File: config.mk
export PLATFORM = sky130hd
export DESIGN_NAME = ivp_top
export DESIGN_NICKNAME = d
export VERILOG_FILES = /design/src/logic/ivp_pkg.sv /design/src/logic/ivp_base_calc.sv /design/src/logic/ivp_top.sv /design/src/logic/ivp_vector_calc.sv
export SDC_FILE = /design/constraint.sdc
export NUM_CORES = 1
export LEC_CHECK = 0
export ABC_AREA = 1
export BUFFER_PORTS_ARGS = -buffer_cell sky130_fd_sc_hd__buf_4
export CORE_MARGIN = 3
export CORE_UTILIZATION = 35
export CTS_CLUSTER_DIAMETER = 150
export DETAILED_ROUTE_END_ITERATION = 16
export GPL_TIMING_DRIVEN = 0
export HOLD_SLACK_MARGIN = 0.15
export PLACE_DENSITY = 0.87
export SETUP_SLACK_MARGIN = 0.3
export SLEW_MARGIN = 20
export SYNTH_ARGS = -nofsm -noshare
export SYNTH_HDL_FRONTEND = slang
export SYNTH_SLANG_ARGS = --single-unit
File: constraint.sdc
create_clock -name hclk -period 2.3 [get_ports hclk]
set_input_delay 0.69 -clock hclk [delete_from_list [all_inputs] [get_ports hclk]]
set_output_delay 0.69 -clock hclk [all_outputs]
set_load 0.005 [all_outputs]
File: src/logic/ivp_pkg.sv
// Package for the interrupt vector placement block: offsets, fields, timing
// Notes on behaviour
// - Select clear: vectors at flash start
// - Select set: vectors at boot section start
// - Boot base follows boot size fuses
// - Select changes only while enable active
// - Enable clears after four cycles or select write
// - Interrupts blocked from enable until after next instruction
// - No select write: interrupts blocked four cycles
// - Global interrupt flag left untouched
// - Boot vectors plus app lock: block in application
// - App vectors plus boot lock: block in boot
// - Fuse unprogrammed: reset at zero
// - Fuse programmed: reset at boot base
// - Both set: reset then vectors at boot base
package ivp_pkg;
   // Register byte offsets
   localparam logic [7:0] IVP_OFS_CTRL   = 8'h00;
   localparam logic [7:0] IVP_OFS_STATUS = 8'h04;
   // Control register field positions
   localparam int IVP_BIT_CHANGE_EN = 0;
   localparam int IVP_BIT_SELECT    = 1;
   localparam logic [7:0] IVP_CTRL_RESET = 8'h00;
   // Timing: change window is four core cycles
   localparam int IVP_WINDOW_CYCLES = 4;
   localparam logic [2:0] IVP_WINDOW_CNT = 3'h4;
   // Tail count of one covers the instruction after the select write
   localparam logic [1:0] IVP_TAIL_CNT = 2'h1;
   // Word addresses
   localparam int IVP_AW = 13;
   localparam logic [IVP_AW-1:0] IVP_FLASH_TOP = 13'h2000;
   localparam logic [IVP_AW-1:0] IVP_VEC_STEP  = 13'h0002;
   // Boot sizes in words, index is boot size fuse code (programmed = 0)
   localparam logic [IVP_AW-1:0] IVP_BOOT_W0 = 13'h0400;
   localparam logic [IVP_AW-1:0] IVP_BOOT_W1 = 13'h0200;
   localparam logic [IVP_AW-1:0] IVP_BOOT_W2 = 13'h0100;
   localparam logic [IVP_AW-1:0] IVP_BOOT_W3 = 13'h0080;
   // Twenty interrupt sources; the last one sits at base plus 0x28
   localparam int IVP_NSRC = 20;
   // Fuse and lock settings
   typedef struct packed {
      logic       boot_reset_fuse;        // 0 = programmed
      logic [1:0] boot_size_fuses;
      logic       app_section_boot_lock;  // 0 = programmed
      logic       boot_section_self_lock; // 0 = programmed
   } ivp_fuse_s;
endpackage

File: src/logic/ivp_base_calc.sv
// Boot section base and reset address from the fuses
`timescale 1ns/1ps
`default_nettype none
module ivp_base_calc
   import ivp_pkg::*;
(
   // Fuses
   input  wire ivp_fuse_s        fuses,
   // Addresses
   output logic [IVP_AW-1:0]     boot_base,
   output logic [IVP_AW-1:0]     reset_addr
);
   logic [IVP_AW-1:0] boot_words; // Boot section length

   // Size table lookup
   always_comb begin
      unique case (fuses.boot_size_fuses)
         2'h0: boot_words = IVP_BOOT_W0;
         2'h1: boot_words = IVP_BOOT_W1;
         2'h2: boot_words = IVP_BOOT_W2;
         default: boot_words = IVP_BOOT_W3;
      endcase
   end

   // Boot section sits at the top of flash
   assign boot_base  = IVP_FLASH_TOP - boot_words;
   // Programmed fuse moves reset into the boot section
   assign reset_addr = fuses.boot_reset_fuse ? '0 : boot_base;
endmodule
`default_nettype wire

File: src/logic/ivp_top.sv
// Interrupt vector placement controller with an AHB-Lite register slave
//
// Design decisions made here: the AHB-Lite slave port and the register addresses.
`timescale 1ns/1ps
`default_nettype none
module ivp_top
   import ivp_pkg::*;
(
   // Clock and reset
   input  wire logic                 hclk,
   input  wire logic                 hresetn,
   // AHB-Lite slave
   input  wire logic                 hsel,
   input  wire logic [31:0]          haddr,
   input  wire logic [1:0]           htrans,
   input  wire logic                 hwrite,
   input  wire logic [2:0]           hsize,
   input  wire logic                 hready,
   input  wire logic [31:0]          hwdata,
   output logic [31:0]               hrdata,
   output logic                      hreadyout,
   output logic                      hresp,
   // Fuses, static configuration
   input  wire ivp_fuse_s            fuses,
   // Core status
   input  wire logic                 global_irq_enable,
   input  wire logic                 exec_in_boot,
   input  wire logic                 instr_done,
   // Results
   output logic                      irq_accept_en,
   output logic                      irq_block,
   output logic [IVP_AW-1:0]         vector_base,
   output logic [IVP_AW-1:0]         reset_address,
   output logic [IVP_AW-1:0]         external_irq_zero_vector,
   output logic [IVP_AW-1:0]         external_irq_one_vector,
   output logic [IVP_AW-1:0]         store_program_ready_vector
);
   // Bus address phase capture
   logic       wr_pend_q;    // Write data phase pending
   logic       rd_pend_q;    // Read data phase pending
   logic [7:0] addr_q;       // Captured offset
   logic       sel_q;        // Vector select state
   logic       sel_d;
   logic       ce_q;         // Change enable state
   logic       ce_d;
   logic [2:0] ce_cnt_q;     // Cycles left in change window
   logic [2:0] ce_cnt_d;
   logic [1:0] tail_q;       // Instructions left before unblocking
   logic [1:0] tail_d;
   logic       tail_wait_q;  // Waiting for the instruction after the write
   logic       tail_wait_d;
   logic [IVP_AW-1:0] boot_base;
   logic [IVP_NSRC-1:0][IVP_AW-1:0] vectors;

   // Decode
   wire addr_ph   = hsel & hready & htrans[1];
   wire ctrl_wr   = wr_pend_q & (addr_q == IVP_OFS_CTRL);
   wire wr_ce     = hwdata[IVP_BIT_CHANGE_EN];
   wire wr_sel    = hwdata[IVP_BIT_SELECT];
   // A write with the enable bit set opens the window
   wire open_win  = ctrl_wr & wr_ce & ~ce_q;
   // A write with enable clear during the window commits the select
   wire commit    = ctrl_wr & ~wr_ce & ce_q;
   wire win_end   = ce_q & (ce_cnt_q == 3'h1);
   wire lock_app  = sel_q & ~fuses.app_section_boot_lock & ~exec_in_boot;
   wire lock_boot = ~sel_q & ~fuses.boot_section_self_lock & exec_in_boot;
   wire seq_block = ce_q | tail_wait_q;

   // Bus pipeline registers
   always_ff @(posedge hclk or negedge hresetn) begin
      if (!hresetn) begin
         wr_pend_q <= 1'b0;
         rd_pend_q <= 1'b0;
         addr_q    <= 8'h00;
      end else begin
         wr_pend_q <= addr_ph & hwrite;
         rd_pend_q <= addr_ph & ~hwrite;
         if (addr_ph) begin
            addr_q <= haddr[7:0];
         end
      end
   end

   // Zero wait state slave, always OKAY
   assign hreadyout = 1'b1;
   assign hresp     = 1'b0;

   // Next state for select and change enable
   always_comb begin
      sel_d       = sel_q;
      ce_d        = ce_q;
      ce_cnt_d    = ce_cnt_q;
      tail_wait_d = tail_wait_q;
      tail_d      = tail_q;
      if (commit) begin
         // Select only moves inside the window
         sel_d       = wr_sel;
         ce_d        = 1'b0;
         ce_cnt_d    = 3'h0;
         tail_wait_d = 1'b1;
         tail_d      = IVP_TAIL_CNT;
      end else if (open_win) begin
         ce_d     = 1'b1;
         ce_cnt_d = IVP_WINDOW_CNT;
      end else if (win_end) begin
         // Timed out, no select write seen
         ce_d     = 1'b0;
         ce_cnt_d = 3'h0;
      end else if (ce_q) begin
         ce_cnt_d = ce_cnt_q - 3'h1;
      end
      // Hold off until one instruction after the commit completes
      if (tail_wait_q && instr_done) begin
         if (tail_q == 2'h1) begin
            tail_wait_d = 1'b0;
         end
         tail_d = tail_q - 2'h1;
      end
   end

   // Control state
   always_ff @(posedge hclk or negedge hresetn) begin
      if (!hresetn) begin
         sel_q       <= IVP_CTRL_RESET[IVP_BIT_SELECT];
         ce_q        <= IVP_CTRL_RESET[IVP_BIT_CHANGE_EN];
         ce_cnt_q    <= 3'h0;
         tail_wait_q <= 1'b0;
         tail_q      <= 2'h0;
      end else begin
         sel_q       <= sel_d;
         ce_q        <= ce_d;
         ce_cnt_q    <= ce_cnt_d;
         tail_wait_q <= tail_wait_d;
         tail_q      <= tail_d;
      end
   end

   // Read data, driven combinationally in the data phase; unmapped reads give zero
   wire [31:0] ctrl_rd = {30'h0, sel_q, ce_q};
   wire [31:0] stat_rd = {28'h0, lock_boot | lock_app, tail_wait_q, ce_cnt_q == 3'h0, seq_block};
   always_comb begin
      hrdata = 32'h0;
      if (rd_pend_q && addr_q == IVP_OFS_CTRL) begin
         hrdata = ctrl_rd;
      end else if (rd_pend_q && addr_q == IVP_OFS_STATUS) begin
         hrdata = stat_rd;
      end
   end

   // Interrupt gating leaves the global flag as is, only masks acceptance
   assign irq_block     = seq_block | lock_app | lock_boot;
   assign irq_accept_en = global_irq_enable & ~irq_block;

   // Address generation
   ivp_base_calc u_base (
      .fuses      (fuses),
      .boot_base  (boot_base),
      .reset_addr (reset_address)
   );
   assign vector_base = sel_q ? boot_base : '0;
   ivp_vector_calc u_vec (
      .table_base (vector_base),
      .vectors    (vectors)
   );
   assign external_irq_zero_vector   = vectors[0];
   assign external_irq_one_vector    = vectors[1];
   assign store_program_ready_vector = vectors[IVP_NSRC-1];

   // Checks
   // A commit may close the window early, so length is checked on the counter
   chk_win_len: assert property (@(posedge hclk) disable iff (!hresetn)
      open_win |=> (ce_q && ce_cnt_q == IVP_WINDOW_CNT))
      else $error("change window length wrong");
   chk_win_expire: assert property (@(posedge hclk) disable iff (!hresetn)
      (ce_q && ce_cnt_q == 3'h1 && !commit) |=> !ce_q)
      else $error("change window did not expire");
   chk_win_close: assert property (@(posedge hclk) disable iff (!hresetn)
      commit |=> !ce_q)
      else $error("window did not close on select write");
   chk_sel_guard: assert property (@(posedge hclk) disable iff (!hresetn)
      (!ce_q && !(ctrl_wr && ce_q)) |=> $stable(sel_q))
      else $error("select changed outside window");
   chk_sel_take: assert property (@(posedge hclk) disable iff (!hresetn)
      commit |=> sel_q == $past(wr_sel))
      else $error("select not taken");
   chk_block_win: assert property (@(posedge hclk) disable iff (!hresetn)
      ce_q |-> !irq_accept_en)
      else $error("interrupt accepted in window");
   chk_gie_pass: assert property (@(posedge hclk) disable iff (!hresetn)
      !irq_block |-> irq_accept_en == global_irq_enable)
      else $error("global flag not honoured");
   chk_vec_base: assert property (@(posedge hclk) disable iff (!hresetn)
      vector_base == (sel_q ? boot_base : 13'h0000))
      else $error("vector base wrong");
   chk_vec_step: assert property (@(posedge hclk) disable iff (!hresetn)
      external_irq_one_vector - external_irq_zero_vector == IVP_VEC_STEP)
      else $error("vector spacing wrong");
   chk_reset_addr: assert property (@(posedge hclk) disable iff (!hresetn)
      reset_address == (fuses.boot_reset_fuse ? 13'h0000 : boot_base))
      else $error("reset address wrong");
   chk_lock_app: assert property (@(posedge hclk) disable iff (!hresetn)
      (sel_q && !fuses.app_section_boot_lock && !exec_in_boot) |-> !irq_accept_en)
      else $error("application lock not applied");
   cov_commit:  cover property (@(posedge hclk) disable iff (!hresetn) commit);
   cov_timeout: cover property (@(posedge hclk) disable iff (!hresetn) win_end && !commit);
   cov_lock:    cover property (@(posedge hclk) disable iff (!hresetn) lock_boot);
endmodule
`default_nettype wire

File: src/logic/ivp_vector_calc.sv
// Per-source vector addresses from the table base
`timescale 1ns/1ps
`default_nettype none
module ivp_vector_calc
   import ivp_pkg::*;
(
   // Table base
   input  wire logic [IVP_AW-1:0] table_base,
   // Vector per source, source 0 is the first external request
   output logic [IVP_NSRC-1:0][IVP_AW-1:0] vectors
);
   genvar g;
   // Each source two words apart, first at base plus two
   for (g = 0; g < IVP_NSRC; g++) begin : g_vec
      localparam logic [IVP_AW-1:0] OFS = IVP_AW'(g + 1) * IVP_VEC_STEP;
      assign vectors[g] = table_base + OFS;
   end
endmodule
`default_nettype wire

== After elaboration in Yosys (flattened, before gate mapping) ==
Cells that the tools add are included.
Cells by class
  add/sub/neg operators: 6
  eq/ne operators: 5
  mux-type cells: 17
  bitwise gates (word level): 27
  reduce and logical (&&, ||, !) cells: 9
Operator list (number)
  $pmux W11 S3: 1
  $mux W13: 2
  $and A1 B1 Y1: 15
  $add A13 B2 Y13 const B: 1
  $add A13 B3 Y13 const B: 1
  $add A13 B6 Y13 const B: 1
  $mux W3: 4
  $sub A1 B11 Y12 const A: 1
  $eq A8 B3 Y1 const B: 1
  $logic_not A8 Y1: 1
  $mux W4: 2
  $not A1 Y1: 8
  $mux W1: 6
  $eq A2 B1 Y1 const B: 2
  $mux W2: 2
  $or A1 B1 Y1: 4
  $reduce_bool A4 Y1: 1
  $eq A3 B1 Y1 const B: 1
  $logic_and A1 B1 Y1: 3
  $logic_not A3 Y1: 1
  $reduce_bool A3 Y1: 1
  $sub A3 B1 Y3 const B: 1
  $eq A2 B2 Y1 const B: 1
  $logic_not A2 Y1: 1
  2 further kinds: 2
Word-level totals
  register bits: 18
  bits of input ports: 82
  output and inout port bits: 101
  logic and storage cells: 72

== Depth between registers and ports, before layout ==
Gate-level depths: netlist (run 1).
  depth in word-level cells: 7
  gate-level depth with buffers: 7

== Hierarchy ==
From an unflattened synthesis (run 1), not the netlist that was laid out.
Second synthesis, totals
  cell total of the unflattened synthesis: 838
  area, all modules: 5232.5 µm²
Modules (own cells, without submodules)
  ivp_vector_calc: times used 1, cells an instance 641, area an instance 3748.6 µm², sequential area each 0.0 µm²
  ivp_top: times used 1, cells an instance 164, area an instance 1285.0 µm², sequential area each 450.4 µm²
  ivp_base_calc: times used 1, cells an instance 33, area an instance 198.9 µm², sequential area each 0.0 µm²

== Worst setup path after synthesis (run 1) ==
No wires, ideal clock.
  path type: input -> output
  start: input port fuses[2] in the netlist's numbering
  end: output port external_irq_one_vector[12]
  arrival: 1.591 ns
  slack: 0.019 ns
  cell stages on the path: 5
  cell sequence: inv_1 > nand2_1 > ha_1 > a21oi_1 > buf_4
On the way
  cells in the longest elaborated chain, start to end: 5
  elaborated cells between the ends (all ways): 7
  those cells by class: add/sub: 2; eq/ne: 2; mux: 2; reduce/logical: 1
RTL lines
  from (decl): RTL line ivp_top.sv:24  | input wire ivp_fuse_s fuses,
  $eq A2 B2 Y1 (tied with other cells): RTL line ivp_base_calc.sv:17  | unique case (fuses.boot_size_fuses)
  $pmux W11 S3 (*): RTL line ivp_base_calc.sv:17
  $sub A1 B11 Y12 (*): RTL line ivp_base_calc.sv:26  | assign boot_base = IVP_FLASH_TOP - boot_words;
  $mux W13 (*): RTL line ivp_top.sv:160  | assign vector_base = sel_q ? boot_base : '0;
  $add A13 B3 Y13 (*): RTL line ivp_vector_calc.sv:16  | assign vectors[g] = table_base + OFS;
  to (decl): RTL line ivp_top.sv:35  | output logic [IVP_AW-1:0] external_irq_one_vector,
Every way passes the cells marked *; elsewhere a longest branch is shown, timed or not.

== Worst setup path in the final report (run 1) ==
  start: input port fuses[2] in the netlist's numbering
  end: output port store_program_ready_vector[12]
On the way
  cells in the longest elaborated chain, start to end: 5
  elaborated cells between the ends (all ways): 7
  those cells by class: add/sub: 2; eq/ne: 2; mux: 2; reduce/logical: 1
RTL lines
  $eq A2 B2 Y1 (tied with other cells): RTL line ivp_base_calc.sv:17
  $pmux W11 S3 (*): RTL line ivp_base_calc.sv:17
  $sub A1 B11 Y12 (*): RTL line ivp_base_calc.sv:26
  $mux W13 (*): RTL line ivp_top.sv:160
  $add A13 B6 Y13 (*): RTL line ivp_vector_calc.sv:16
  to (decl): RTL line ivp_top.sv:36  | output logic [IVP_AW-1:0] store_program_ready_vector
Marks and branches as above.

==> impl_metrics.env, run 1 <==
export IMPL_timing_final_crit_period_ps=2210
export IMPL_avgSynthCellArea_um2=8.24
export IMPL_synth_cell_types=25
export IMPL_drv_cap=0
export IMPL_routed_wl_mm=3.75
export IMPL_via_count=1430
export IMPL_internal_power_w=0.000794
export IMPL_route_detailed_drc=0
export IMPL_r2r_start="addr_q[4]"
export IMPL_clk_pin_slew_worst_paths_ps=60
export IMPL_worst_ep_required_time_ps=1610
export IMPL_drive_above_1_share=0.614
export IMPL_grt_pass1_wl_mm=5.29
export IMPL_fp_dieH_um=74.4
export IMPL_switchingPower_w=0.000379
export IMPL_r2r_slack_ps=1040
export IMPL_antennaDiodeCount=0
export IMPL_gp_congestion=0.800
export IMPL_grt_pass1_vias=1202
export IMPL_seqPwrFrac=0.376
export IMPL_root_buffer="clkbuf_8"
export IMPL_antenna_found_initial=0
export IMPL_ys_seq_area_frac=0.275
export IMPL_die_area_um2=5540
export IMPL_crit_arrival_ps=1520
export IMPL_status="complete, no violations"
export IMPL_cts_inserted_buffers=3
export IMPL_num_fill_cells=370
export IMPL_critPathKind="primary input to output port"
export IMPL_dp_hpwl_mm=2.97
export IMPL_clk_latency_ps=250
export IMPL_finalSetupTns_ps=0
export IMPL_yosys_most_used_dff="dfrtp_1"
export IMPL_clk_path_buf_depth=2
export IMPL_leakage_nw=1.61
export IMPL_r2r_end="ce_cnt_q[2]"
export IMPL_reg2reg_depth=7
export IMPL_pwr_share_clk=0.184
export IMPL_ir_drop_mv=0.505
export IMPL_setup_ws_ps=86.6
export IMPL_via_per_inst=3.72
export IMPL_pre_cts_slack_ps=-55.9
export IMPL_first_iter_violations=22
export IMPL_max_freq_mhz=452
export IMPL_p_sw_frac=0.323
export IMPL_grt_overflow_total=0
export IMPL_wl_per_cell_um=9.77
export IMPL_port_buffers=59
export IMPL_cts_tree="built"
export IMPL_share_comb_of_total_power=0.440
export IMPL_path_max_fanout=8
export IMPL_track_usage=0.121
export IMPL_worstSetupEndpointType="output port"
export IMPL_initial_core_util=0.369
export IMPL_num_rows=24
export IMPL_place_area_um2=2460
export IMPL_yosys_warnings=0
export IMPL_synth_edf_count=0
export IMPL_synthCells=199
export IMPL_layout_cells_most_common="buf_4"
export IMPL_syn_area_um2=1640
export IMPL_core_area_um2=4440
export IMPL_hold_class="primary input to async pin"
export IMPL_first_pass_iters=4
export IMPL_htree_num_levels=1
export IMPL_power_density_nw_per_um2=418
export IMPL_p_total_w=0.00117
export IMPL_grt_max_degree=19
export IMPL_finalSetupViolCount=0
export IMPL_rsz0062_at_grt="yes"
export IMPL_finalNetCount=421
export IMPL_fin_util=0.632
export IMPL_die_x_um=74.4
export IMPL_yosys_register_bits=18
export IMPL_fin_crit_sh=0.962
export IMPL_final_max_slew_viol_count=0
export IMPL_clkSinkCount=18
export IMPL_ant_nets=0
export IMPL_stdcell_area_um2=2810
export IMPL_skew_ps=1.83
export IMPL_cp_start_kind="primary input"
export IMPL_hold_viol_final=0
export IMPL_ios=183
export IMPL_final_cell_mix="buf_4 (115), conb_1 (65), buf_6 (34)"
export IMPL_area_growth_pct=71.3
export IMPL_async_reset_ff_frac=1.00
==> timing repair <==
action,in CTS,in global routing
buffers inserted,3,5
endpoints found under the setup margin,29,25
pin swaps,11,7
gates cloned,0,0
resized for setup,32,33
hold buffers,0,0
==> power by group through the flow <==
stage                     clock network (W)  logic [W]  registers, W
final                              0.000216   0.000516      0.000441
after global routing               0.000235   0.000589      0.000449
after CTS                          0.000221   0.000434      0.000440
after detailed placement                  0   0.000416      0.000445
after global placement                    0   0.000397      0.000442
after floorplan                           0   0.000303      0.000433
==> registers in the layout, indices dropped and copies added, names as in the netlist <==
register	cells
ce_q	1
rd_pend_q	1
tail_q	2
sel_q	1
tail_wait_q	1
addr_q	8
ce_cnt_q	3
wr_pend_q	1
==> through the flow <==
stage,std cells,hold slack [ps]
floorplan,262,394
global placement,373,497
detailed placement,373,508
CTS,379,292
global route,384,299
finish,384,288
==> cell usage after synthesis, drive strengths merged, types with 2 or more instances <==
cell type | number | area, µm²
buf | 85 | 638
inv | 20 | 75.1
dfrtp | 18 | 450
nand2 | 18 | 75.1
nor2 | 15 | 68.8
nand3 | 10 | 67.6
mux2 | 8 | 90.1
o21ai | 6 | 30.0
a21oi | 5 | 25.0
ha | 5 | 62.6
conb | 2 | 7.51
==> how the worst max path moves through the flow <==
| stage | start | end | slack, ps | depth (start not counted) |
|---|---|---|---|---|
| finish | fuses[2] | store_program_ready_vector[12] | 90 | 8 |
| global placement | fuses[2] | store_program_ready_vector[12] | -30 | 7 |
| detailed placement | fuses[2] | store_program_ready_vector[12] | -60 | 6 |
| floorplan | fuses[2] | external_irq_one_vector[12] | 270 | 5 |
| CTS | fuses[2] | store_program_ready_vector[12] | 80 | 8 |
| global route | fuses[3] | store_program_ready_vector[12] | 60 | 7 |
==> worst max-delay path: stages <==
cell	delay (ps)
buf_12	110
inv_12	40
nand2_4	40
ha_4	160
a21oi_4	150
buf_12	150
buf_6	90
buf_6	80
==> final cells by class <==
class	count	area, µm²	area share
multi-input cells	138	850	0.303
plain buffers	86	691	0.246
repair buffers	67	614	0.219
flip-flops and latches	18	452	0.161
inverters	20	95.1	0.0339
well taps	52	65.1	0.0232
clock buffers	3	41.3	0.0147
==> metal layers <==
layer,global-route usage,share of wire,vias to the layer above
met4,0.0474,0.013,0
met2,0.221,0.52,80
li1,-,-,737
met1,0.131,0.34,608
met3,0.0324,0.13,5
met5,0,0,-
==> kinds of logic after synthesis <==
| logic type | share of synthesized area |
|---|---|
| flops | 0.275 |
| mux | 0.0550 |
| fa+ha+maj | 0.0382 |
| buf+inv | 0.437 |
| simple gates | 0.140 |
| compound gates | 0.0496 |
| other cells | 0.00458 |
No activity file was read; power rests on OpenSTA's default activity.
==> inputs of run 2 (changes only) <==
--- a/config.mk
+++ b/config.mk
@@ -6,7 +6,9 @@
 export NUM_CORES = 1
 export LEC_CHECK = 0
 export ABC_AREA = 1
+export ABC_CLOCK_PERIOD_IN_PS = 2300
 export BUFFER_PORTS_ARGS = -buffer_cell sky130_fd_sc_hd__buf_4
+export CORE_ASPECT_RATIO = 1.4
 export CORE_MARGIN = 3
 export CORE_UTILIZATION = 35
 export CTS_CLUSTER_DIAMETER = 150
==> impl_metrics.env, run 2 (synthesis gave the netlist of run 1 again) <==
export IMPL_fin_util=0.625
export IMPL_finalSetupViolCount=0
export IMPL_dp_cells=381
export IMPL_clk_path_buf_depth=2
export IMPL_crit_path_max_incr_delay_ps=160
export IMPL_ant_nets=0
export IMPL_p_sw_frac=0.328
export IMPL_pwr_share_clk=0.189
export IMPL_p_total_w=0.00114
export IMPL_final_cell_mix="buf_4 (123), conb_1 (65), buf_6 (23)"
export IMPL_dr_max_layer_used="met4"
export IMPL_antenna_found_initial=0
export IMPL_num_rows=28
export IMPL_cts_tree="built"
export IMPL_worst_ep_required_time_ps=1610
export IMPL_holdWs_ps=289
export IMPL_port_buffers=59
export IMPL_power_density_nw_per_um2=416
export IMPL_root_buffer="clkbuf_8"
export IMPL_largest_register_ffs=8
export IMPL_via_count=1459
export IMPL_htree_num_levels=1
export IMPL_wl_met2_mm=2.16
export IMPL_clk_pin_slew_worst_paths_ps=60
export IMPL_cts_inserted_buffers=3
export IMPL_wl_per_cell_um=9.95
export IMPL_status="complete, no violations"
export IMPL_clkSinkCount=18
export IMPL_stdcell_area_um2=2740
export IMPL_crit_buf_inv=5
export IMPL_gp_congestion=0.796
export IMPL_place_area_um2=2470
export IMPL_fp_dieH_um=87.0
export IMPL_ios=183
export IMPL_antennaDiodeCount=0
export IMPL_drv_cap=0
export IMPL_first_pass_iters=4
export IMPL_die_area_um2=5550
export IMPL_switchingPower_w=0.000372
export IMPL_internal_power_w=0.000764
export IMPL_slowest_stage="ha_4"
export IMPL_clk_latency_ps=250
export IMPL_hold_class="primary input to async pin"
export IMPL_ir_drop_mv=0.412
export IMPL_worstSetupEndpointType="output port"
export IMPL_top_register="addr_q"
export IMPL_cp_start_kind="primary input"
export IMPL_grt_pass1_wl_mm=5.69
export IMPL_timing_final_crit_period_ps=2190
export IMPL_area_growth_pct=66.9
export IMPL_crit_family="buffers and inverters"
export IMPL_grt_overflow_total=0
export IMPL_wl_met1_mm=1.08
export IMPL_drive_above_1_share=0.596
export IMPL_top_regs="addr_q: 8 flops, ce_cnt_q: 3 flops, tail_q: 2 flops"
export IMPL_crit_arrival_ps=1500
export IMPL_routed_wl_mm=3.87
export IMPL_route_detailed_drc=0
export IMPL_grt_max_degree=19
export IMPL_first_iter_violations=23
export IMPL_layout_cells_most_common="buf_4"
export IMPL_critPathKind="primary input to output port"
export IMPL_hold_viol_final=0
export IMPL_fin_cells=389
export IMPL_dp_hpwl_mm=3.21
export IMPL_cp_cell_sequence="buf_12 > inv_12 > nand2_4 > ha_4 > a21oi_4 > buf_12 > buf_6 > buf_6"
export IMPL_fin_crit_sh=0.953
export IMPL_skew_ps=1.31
export IMPL_share_comb_of_total_power=0.424
export IMPL_seqPwrFrac=0.387
export IMPL_r2r_slack_ps=970
export IMPL_path_max_fanout=8
export IMPL_via_per_inst=3.75
export IMPL_num_fill_cells=358
export IMPL_core_area_um2=4380
export IMPL_rsz0062_at_grt="yes"
export IMPL_max_freq_mhz=456
export IMPL_initial_core_util=0.374
export IMPL_final_max_slew_viol_count=0
export IMPL_leakage_nw=1.58
export IMPL_grt_pass1_vias=1326
export IMPL_finalNetCount=418
export IMPL_track_usage=0.127
export IMPL_die_x_um=63.8
export IMPL_dr_wl_met3_um=551
run 2: cell count changes in the layout (fill, tap and decap cells not counted), sizes merged:
cell	previous run	this run
buf	152	149
run 2: what timing repair did:
item / CTS / global route
endpoints found under the setup margin: 29 / 27
buffers inserted: 5 / 0
pin swaps: 13 / 7
gates resized for setup: 34 / 15
hold buffers: 0 / 0
run 2: layout make-up:
| cell class | instances | area, µm² | area share |
|---|---|---|---|
| Buffer | 86 | 679 | 0.248 |
| Sequential cell | 18 | 452 | 0.165 |
| Multi-Input combinational cell | 138 | 836 | 0.306 |
| Tap cell | 60 | 75.1 | 0.0274 |
| Clock buffer | 3 | 41.3 | 0.0151 |
| Inverter | 20 | 90.1 | 0.0329 |
| Timing Repair Buffer | 64 | 562 | 0.205 |
run 2: power groups by stage:
stage / Clock, W / Sequential [W] / Combinational, W
finish: 0.000215 / 0.000440 / 0.000481
global route: 0.000235 / 0.000451 / 0.000548
CTS: 0.000215 / 0.000438 / 0.000453
detailed placement: 0 / 0.000446 / 0.000413
global placement: 0 / 0.000442 / 0.000393
floorplan: 0 / 0.000433 / 0.000303
run 2: final timing paths:
path / startpoint / endpoint / cells past startpoint
worst min register to register: addr_q[4] / addr_q[4] / 1
worst min-delay path: hresetn / addr_q[7] / 1
min in group hclk: addr_q[4] / addr_q[4] / 1
worst max-delay path: fuses[2] / vector_base[11] / 8
max in group asynchronous: hresetn / sel_q / 1
worst max register to register: addr_q[3] / ce_cnt_q[2] / 7
run 2: worst register-to-register path, delay by kind of cell (launching register included):
kind / cells / cell delay [ps]
flip-flops: 1 / 390
buffers and inverters: 1 / 130
AND/OR/NAND/NOR: 6 / 690
run 2: stage by stage:
step | setup WS [ps] | setup TNS, ps
after floorplan | 268 | 0
after global placement | -40.3 | -273
after detailed placement | -51.1 | -344
after CTS | 87.6 | 0
after global routing | 73.5 | 0
final | 109 | 0
run 2: metal layers:
layer | vias up | GRT usage
met2 | 99 | 0.259
met1 | 621 | 0.105
met5 | - | 0
met4 | 0 | 0.0570
li1 | 730 | -
met3 | 9 | 0.0439
